$ cat config.mk
export PLATFORM = sky130hd
export DESIGN_NAME = lower_mid_periph_chip_select
export DESIGN_NICKNAME = d
export VERILOG_FILES = /design/src/rtl/cs_decode_pkg.sv /design/src/rtl/mid_range_match.sv /design/src/rtl/periph_match.sv /design/src/rtl/lower_mid_periph_chip_select.sv
export VERILOG_INCLUDE_DIRS = /design/src /design/src/rtl
export SDC_FILE = /design/constraint.sdc
export NUM_CORES = 1
export LEC_CHECK = 0
export ABC_AREA = 1
export BUFFER_PORTS_ARGS = -buffer_cell sky130_fd_sc_hd__buf_2
export CAP_MARGIN = 10
export CORE_ASPECT_RATIO = 1.1
export CORE_MARGIN = 2
export CORE_UTILIZATION = 60
export DETAILED_ROUTE_END_ITERATION = 7
export HOLD_SLACK_MARGIN = 0.08
export PLACE_DENSITY = 0.93
export SLEW_MARGIN = 20
export SYNTH_ARGS = -nofsm -noshare
export SYNTH_HDL_FRONTEND = slang
export SYNTH_SLANG_ARGS = --single-unit
$ cat constraint.sdc
create_clock -name I_MCLK -period 3.8 [get_ports I_MCLK]
set_input_delay 0.57 -clock I_MCLK [delete_from_list [all_inputs] [get_ports I_MCLK]]
set_output_delay 0.57 -clock I_MCLK [all_outputs]
set_load 0.05 [all_outputs]
$ cat src/rtl/cs_decode_defs.svh
`ifndef CS_DECODE_DEFS_SVH
`define CS_DECODE_DEFS_SVH

// ------------------------------------------------------------
// Register offsets in the control block
// ------------------------------------------------------------
`define OFS_LOWER_AREA_LIMIT  8'ha2
`define OFS_PERIPH_BASE_REG   8'ha4
`define OFS_MIDRANGE_BASE_REG 8'ha6
`define OFS_MIDRANGE_SIZE_REG 8'ha8

// ------------------------------------------------------------
// Field positions
// ------------------------------------------------------------
`define RDY_LSB        0
`define RDY_MSB        2
`define LOW_ONES_MSB   5
`define MID_BASE_LSB   9
`define MID_SIZE_LSB   8
`define MID_SIZE_MSB   14
`define PER_BASE_LSB   6
`define PER_SPACE_BIT  6
`define PER_LATCH_BIT  7
`define PER_WIN_SHIFT  7
`define PER_NUM        7
`define MID_NUM        4

// ------------------------------------------------------------
// Reset values
// ------------------------------------------------------------
`define CS_INACTIVE    1'b1
`define REG_RESET      16'h0000

`endif

$ cat src/rtl/cs_decode_pkg.sv
package cs_decode_pkg;
	typedef logic [2:0]  ready_mode_t;
	typedef logic [15:0] ctl_word_t;
	typedef logic [19:0] addr_t;
	typedef enum logic [1:0] {
		RDY_SRC_NONE,
		RDY_SRC_LOW,
		RDY_SRC_MID,
		RDY_SRC_PER
	} ready_src_e;
endpackage

$ cat src/rtl/mid_range_match.sv
`timescale 1ns/1ps
`default_nettype none
`include "cs_decode_defs.svh"

module mid_range_match (
	input  wire logic [19:0] i_addr,
	input  wire logic [15:0] i_base,
	input  wire logic [15:0] i_size,
	output logic             o_hit,
	output logic      [1:0]  o_quarter
);
	// ------------------------------------------------------------
	// Block mask and quarter select
	// ------------------------------------------------------------
	logic [19:0] blk_mask;
	logic [19:0] base_addr;
	logic [1:0]  q;
	integer      k;

	assign base_addr = {i_base[15:`MID_BASE_LSB], 13'h0000};

	always_comb begin
		blk_mask = 20'h00000;
		q = 2'h0;
		for (k = 0; k < 7; k = k + 1) begin
			if (i_size[`MID_SIZE_LSB + k]) begin
				blk_mask = (20'h02000 << k) - 20'h00001;
				q = i_addr[12 + k -: 2];
			end
		end
	end

	assign o_hit     = (i_size[`MID_SIZE_MSB:`MID_SIZE_LSB] != 7'h00) &&
			   ((i_addr & ~blk_mask) == (base_addr & ~blk_mask));
	assign o_quarter = q;
endmodule
`default_nettype wire

$ cat src/rtl/periph_match.sv
`timescale 1ns/1ps
`default_nettype none
`include "cs_decode_defs.svh"

module periph_match (
	input  wire logic [19:0] i_addr,
	input  wire logic [15:0] i_base,
	output logic      [6:0]  o_win
);
	// ------------------------------------------------------------
	// Seven 128-byte windows above the 1K-aligned base
	// ------------------------------------------------------------
	logic       in_blk;
	logic [2:0] idx;

	assign in_blk = (i_addr[19:10] == i_base[15:`PER_BASE_LSB]);
	assign idx    = i_addr[9:`PER_WIN_SHIFT];

	genvar n;
	generate
		for (n = 0; n < `PER_NUM; n = n + 1) begin : g_win
			assign o_win[n] = in_blk && (idx == 3'(n));
		end
	endgenerate
endmodule
`default_nettype wire

$ cat src/rtl/lower_mid_periph_chip_select.sv
// Notes on behaviour
// Low area always starts at address zero
// Software writes only legal low-limit patterns
// Low select when addr[19:4] <= limit|3f
// Low select idle until limit register accessed
// Low limit ready bits govern low area
// Software sets exactly one mid size bit
// Mid block split into four quarters
// Mid base from bits 15:9 to A19:A13
// Software aligns mid base to block size
// Mid selects idle until base and size accessed
// Mid base ready bits govern all quarters
// Software avoids low area with 512K mid
// Enhanced mode keeps only mid select two
// Peripheral select n covers base plus n*128
// Peripheral base bits 19:10 from register 15:6
// Software zeroes base 15:12 in I/O space
// Latch bit low gives A1/A2 on selects 5-6
// Space bit picks memory or I/O for peripherals
// Peripheral selects idle until both registers accessed (selects 5-6 still follow A1/A2 in latch mode, the reset setting)
// Split ready bits for peripheral groups
// Ready code gives waits and external-ready use
// Selects high during reset
// Selects respond to CPU and DMA cycles
// Selects active low, matching space only
`timescale 1ns/1ps
`default_nettype none
`include "cs_decode_defs.svh"

module lower_mid_periph_chip_select (
	input  wire logic        I_MCLK,
	input  wire logic        I_ARST_N,
	input  wire logic        I_ENHANCED,
	input  wire logic [19:0] I_ADDR,
	input  wire logic        I_CYCLE,
	input  wire logic        I_CYCLE_MEM,
	input  wire logic        I_CYCLE_DMA,
	input  wire logic        I_REG_SEL,
	input  wire logic        I_REG_WR,
	input  wire logic        I_REG_RD,
	input  wire logic [7:0]  I_REG_OFS,
	input  wire logic [15:0] I_REG_WDATA,
	output logic      [15:0] O_REG_RDATA,
	output logic             O_LOW_MEMORY_SELECT_N,
	output logic      [3:0]  O_MID_RANGE_SELECTS_N,
	output logic      [6:0]  O_PERIPHERAL_SELECTS_N,
	output logic             O_AREA_HIT,
	output logic      [1:0]  O_WAIT_STATES,
	output logic             O_EXT_READY_USE
);
	// ------------------------------------------------------------
	// Control registers and access flags
	// ------------------------------------------------------------
	cs_decode_pkg::ctl_word_t lower_area_limit;
	cs_decode_pkg::ctl_word_t periph_base_reg;
	cs_decode_pkg::ctl_word_t midrange_base_reg;
	cs_decode_pkg::ctl_word_t midrange_size_reg;
	logic                     low_seen;
	logic                     pbase_seen;
	logic                     mbase_seen;
	logic                     msize_seen;
	logic                     acc;
	logic                     wr;

	assign acc = I_REG_SEL && (I_REG_WR || I_REG_RD);
	assign wr  = I_REG_SEL && I_REG_WR;

	always_ff @(posedge I_MCLK or negedge I_ARST_N) begin
		if (!I_ARST_N) begin
			lower_area_limit  <= `REG_RESET;
			periph_base_reg   <= `REG_RESET;
			midrange_base_reg <= `REG_RESET;
			midrange_size_reg <= `REG_RESET;
		end else if (wr) begin
			case (I_REG_OFS)
				`OFS_LOWER_AREA_LIMIT:  lower_area_limit  <= I_REG_WDATA;
				`OFS_PERIPH_BASE_REG:   periph_base_reg   <= I_REG_WDATA;
				`OFS_MIDRANGE_BASE_REG: midrange_base_reg <= I_REG_WDATA;
				`OFS_MIDRANGE_SIZE_REG: midrange_size_reg <= I_REG_WDATA;
				default: ;
			endcase
		end
	end

	// Any read or write counts as an access
	always_ff @(posedge I_MCLK or negedge I_ARST_N) begin
		if (!I_ARST_N) begin
			low_seen   <= 1'b0;
			pbase_seen <= 1'b0;
			mbase_seen <= 1'b0;
			msize_seen <= 1'b0;
		end else if (acc) begin
			if (I_REG_OFS == `OFS_LOWER_AREA_LIMIT)
				low_seen <= 1'b1;
			if (I_REG_OFS == `OFS_PERIPH_BASE_REG)
				pbase_seen <= 1'b1;
			if (I_REG_OFS == `OFS_MIDRANGE_BASE_REG)
				mbase_seen <= 1'b1;
			if (I_REG_OFS == `OFS_MIDRANGE_SIZE_REG)
				msize_seen <= 1'b1;
		end
	end

	always_ff @(posedge I_MCLK or negedge I_ARST_N) begin
		if (!I_ARST_N) begin
			O_REG_RDATA <= 16'h0000;
		end else if (I_REG_SEL && I_REG_RD) begin
			case (I_REG_OFS)
				`OFS_LOWER_AREA_LIMIT:  O_REG_RDATA <= lower_area_limit;
				`OFS_PERIPH_BASE_REG:   O_REG_RDATA <= periph_base_reg;
				`OFS_MIDRANGE_BASE_REG: O_REG_RDATA <= midrange_base_reg;
				`OFS_MIDRANGE_SIZE_REG: O_REG_RDATA <= midrange_size_reg;
				default:                O_REG_RDATA <= 16'h0000;
			endcase
		end
	end

	// ------------------------------------------------------------
	// Area decode
	// ------------------------------------------------------------
	logic       low_hit;
	logic       mid_hit;
	logic [1:0] mid_q;
	logic [6:0] per_win;
	logic       per_space_ok;
	logic       low_en;
	logic       mid_en;
	logic       per_en;
	logic       latch_mode;

	// Bottom fixed at zero, only the top compared
	assign low_hit = (I_ADDR[19:4] <= {lower_area_limit[15:6], 6'h3f});

	mid_range_match u_mid (
		.i_addr    (I_ADDR),
		.i_base    (midrange_base_reg),
		.i_size    (midrange_size_reg),
		.o_hit     (mid_hit),
		.o_quarter (mid_q)
	);

	periph_match u_per (
		.i_addr (I_ADDR),
		.i_base (periph_base_reg),
		.o_win  (per_win)
	);

	assign latch_mode   = !midrange_size_reg[`PER_LATCH_BIT];
	assign per_space_ok = (midrange_size_reg[`PER_SPACE_BIT] == I_CYCLE_MEM);
	// DMA cycles decode exactly like CPU cycles
	assign low_en = I_CYCLE && I_CYCLE_MEM && low_seen;
	assign mid_en = I_CYCLE && I_CYCLE_MEM && mbase_seen && msize_seen;
	assign per_en = I_CYCLE && per_space_ok && pbase_seen && msize_seen;

	// ------------------------------------------------------------
	// Select outputs, active low
	// ------------------------------------------------------------
	logic [3:0] next_mid_n;
	logic [6:0] next_per_n;

	always_comb begin
		next_mid_n = 4'hf;
		if (mid_en && mid_hit)
			next_mid_n[mid_q] = 1'b0;
		if (I_ENHANCED) begin
			next_mid_n[0] = 1'b1;
			next_mid_n[1] = 1'b1;
			next_mid_n[3] = 1'b1;
		end
	end

	always_comb begin
		next_per_n = ~(per_win & {7{per_en}});
		if (latch_mode) begin
			next_per_n[5] = I_ADDR[1];
			next_per_n[6] = I_ADDR[2];
		end
	end

	always_ff @(posedge I_MCLK or negedge I_ARST_N) begin
		if (!I_ARST_N) begin
			O_LOW_MEMORY_SELECT_N  <= `CS_INACTIVE;
			O_MID_RANGE_SELECTS_N  <= 4'hf;
			O_PERIPHERAL_SELECTS_N <= 7'h7f;
		end else begin
			O_LOW_MEMORY_SELECT_N  <= !(low_en && low_hit);
			O_MID_RANGE_SELECTS_N  <= next_mid_n;
			if (I_CYCLE || !latch_mode)
				O_PERIPHERAL_SELECTS_N <= next_per_n;
			else
				O_PERIPHERAL_SELECTS_N[4:0] <= 5'h1f;
		end
	end

	// ------------------------------------------------------------
	// Ready mode to the wait-state generator
	// ------------------------------------------------------------
	cs_decode_pkg::ready_mode_t next_mode;
	logic                       next_hit;

	always_comb begin
		next_mode = 3'h0;
		next_hit  = 1'b0;
		if (low_en && low_hit) begin
			next_mode = lower_area_limit[`RDY_MSB:`RDY_LSB];
			next_hit  = 1'b1;
		end else if (mid_en && mid_hit) begin
			next_mode = midrange_base_reg[`RDY_MSB:`RDY_LSB];
			next_hit  = 1'b1;
		end else if (per_en && (per_win[3:0] != 4'h0)) begin
			next_mode = periph_base_reg[`RDY_MSB:`RDY_LSB];
			next_hit  = 1'b1;
		end else if (per_en && (per_win[4] || (!latch_mode && per_win[6:5] != 2'h0))) begin
			next_mode = midrange_size_reg[`RDY_MSB:`RDY_LSB];
			next_hit  = 1'b1;
		end
	end

	always_ff @(posedge I_MCLK or negedge I_ARST_N) begin
		if (!I_ARST_N) begin
			O_AREA_HIT      <= 1'b0;
			O_WAIT_STATES   <= 2'h0;
			O_EXT_READY_USE <= 1'b0;
		end else begin
			O_AREA_HIT      <= next_hit;
			O_WAIT_STATES   <= next_mode[1:0];
			O_EXT_READY_USE <= next_hit && !next_mode[2];
		end
	end
endmodule
`default_nettype wire

==> metrics.yaml <==
detailed_routing:
  first_pass_iters: 7
  drc: 0
  wl_per_cell_um: 15.7
  drt-initial-drc-count: 426
  wirelength_mm: 13.1
  num_vias: 4780
  vias_per_cell: 5.75
  ant_nets: 0
pwr:
  pwr-share-comb: 0.088
  internal_power_uw: 1660
  seqPwrFrac: 0.507
  vdd_ir_drop_max_uv: 195
  power.switching_uw: 525
  p_clk_frac: 0.405
  powerDensity_nw_per_um2: 375
  p_leak_uw: 0.00295
  p_sw_frac: 0.241
worst_setup_path:
  cp-startpoint: "I_REG_OFS[4]"
  cpPeakStageDelay_ps: 690
  start_kind: "input pin"
  path_class: "input pin to flip-flop"
  worst_r2r_endpoint: "O_EXT_READY_USE"
  crit_chain: "buf_2, nor3_4, nand2_1, inv_2, nand2_1, o21ai_0"
  cp_data_required_time_ps: 4060
  cp_max_fo: 32
  crit_buf_inv: 2
  rrSetupSlack_ps: 1850
  crit_path_end_kind: "flip-flop"
  cp_num_cells: 6
  timing.rr.start: "lower_area_limit[14]"
  crit_path_end: "periph_base_reg[11]"
  crit_top_cell: "nand2_1"
  path_delay_family: "simple AND/OR/NAND/NOR gates"
  slowest_stage: "nand2_1"
  worstPathArrival_ps: 2770
  reg2reg_depth: 13
place:
  dp.cells: 815
  place_ws_ps: 1020
  gp_congestion: 1.00
  dp_hpwl_mm: 9.31
  port_buffers: 81
run:
  drv_cap: 0
clocking:
  htree_levels: 3
  cts_setup_buffers: 0
  clock_path_buffers: 2
  cts_tree: "done"
  clockRootBuffer: "clkbuf_8"
  clk_pin_slew_ps: 100
  cts_buffers: 9
  cts_resized: 0
  clock_latency_ps: 370
  clock_sinks: 100
finish:
  final_core_util: 0.703
  final_cell_mix: "nand2_1, dfrtp_1, inv_1"
  layout-drive-gt1-share: 0.179
  antenna_cells: 0
  layout_commonest_cell: "nand2_1"
  nNetsFinal: 779
  area_growth_pct: 15.8
  instances_no_fill: 832
timing:
  relSlewSlack: 0.289
  fin_crit_ps: 2510
  setup_slack_ps: 1290
  worst_pin_slew_ps: 1060
  tns_ps: 0
  finalCritPeriodShare: 0.661
  slew_viol_final: 0
  finalHoldWorstSlack_ps: 423
  hold_viol_final: 0
  finalSetupViolations: 0
  fmax_ghz: 0.398
  fin_skew_ps: 13.9
  rsz0062_at_grt: "false"
synthesis:
  yosys_warnings: 0
  syn-num-nets: 698
  syn_inst: 635
  avgSynthCellArea_um2: 7.92
  ys_types: 37
  ys_seq_elements: 100
  seq_area_frac_synth: 0.501
  synthesis.area_um2: 5030
floorplanning:
  io_pins: 85
  dieArea_um2: 9130
  dieHeight_um: 100
  start_util: 0.607
  die_x_um: 91.3
  rows: 35
  core_area_um2: 8280
run_status:
  status: "completed"
global_routing:
  grt_pass1_wl_mm: 21.4
  grt_antenna_before_repair: 0
  grt_max_degree: 42
  grt_usage: 0.299
  first_global_vias: 4657
  overflow: 0
hold_path:
  hold_depth: 2
  hp-class: "input pin to flip-flop"
logic make-up (layout without fill, tap and decap cells):
| family | Yosys count | after routing | share of synthesized area |
|---|---|---|---|
| flip-flops | 100 | 100 | 0.501 |
| AND/OR/NAND/NOR | 277 | 277 | 0.228 |
| adder cells (fa/ha/maj) | 10 | 10 | 0.0249 |
| buffers and inverters | 105 | 191 | 0.0807 |
| AO/OA/AOI/OAI | 137 | 137 | 0.155 |
| XOR/XNOR | 6 | 6 | 0.0105 |
power groups by stage:
stage	registers [uW]	clock network (uW)	logic (uW)
floorplan	1130	0	89.7
global placement	1120	0	180
detailed placement	1130	0	188
CTS	1110	887	191
global route	1110	932	215
finish	1110	885	192
stage by stage:
stage,area (um^2),total power [uW]
final,5820,2180
after global routing,5820,2260
after CTS,5820,2180
after detailed placement,5540,1310
after global placement,5540,1300
after floorplan,5030,1220
worst min path at each step:
stage	startpoint	end
2_1_floorplan	I_ARST_N	O_AREA_HIT
3_3_place_gp	pbase_seen	pbase_seen
3_5_place_dp	pbase_seen	pbase_seen
4_1_cts	I_ADDR[7]	O_PERIPHERAL_SELECTS_N[3]
5_1_grt	I_ADDR[7]	O_PERIPHERAL_SELECTS_N[3]
6_report	I_ADDR[7]	O_PERIPHERAL_SELECTS_N[3]
final cells by class:
cell class                 count  area, um^2
fill                         592        2460
multi-input combinational    430        2100
tap                          111         139
timing repair buffer          88         463
inverter                      87         327
clock buffer                   9         124
sequential                   100        2520
clock inverter                 7         145
layer usage:
layer / global-route usage / vias up / part of all wire
met3: 0.0435 / 50 / 0.080
met5: 0 / - / 0
met4: 0.162 / 0 / 0.037
li1: - / 2224 / -
met2: 0.530 / 275 / 0.50
met1: 0.352 / 2231 / 0.38
cells in the mapped netlist (all sizes together):
library cell	number	area share
nand3b	1	0.0015
o211ai	2	0.0030
nand2	205	0.15
nand4	12	0.016
clkbuf	9	0.0067
o21ai	94	0.094
o221ai	1	0.0017
a211oi	3	0.0045
a21oi	12	0.012
a22oi	1	0.0015
o31ai	1	0.0015
inv	87	0.065
a21o	2	0.0030
o2111a	1	0.0022
a31o	1	0.0017
nand3	22	0.022
a22o	6	0.010
a221oi	5	0.0087
nor2	32	0.026
xnor2	5	0.0087
o22ai	5	0.0062
nor3	5	0.0082
o2111ai	2	0.0035
ha	10	0.025
xor2	1	0.0017
dfrtp	88	0.44
dfstp	12	0.063
a31oi	1	0.0012
buf	9	0.0090
what timing repair did:
| item | CTS | global route |
|---|---|---|
| hold endpoints to repair | 8 | 0 |
| hold buffers | 1 | 0 |
| endpoints found under the setup margin | 0 | 0 |
Note: power is estimated with default switching activity, not from simulation.
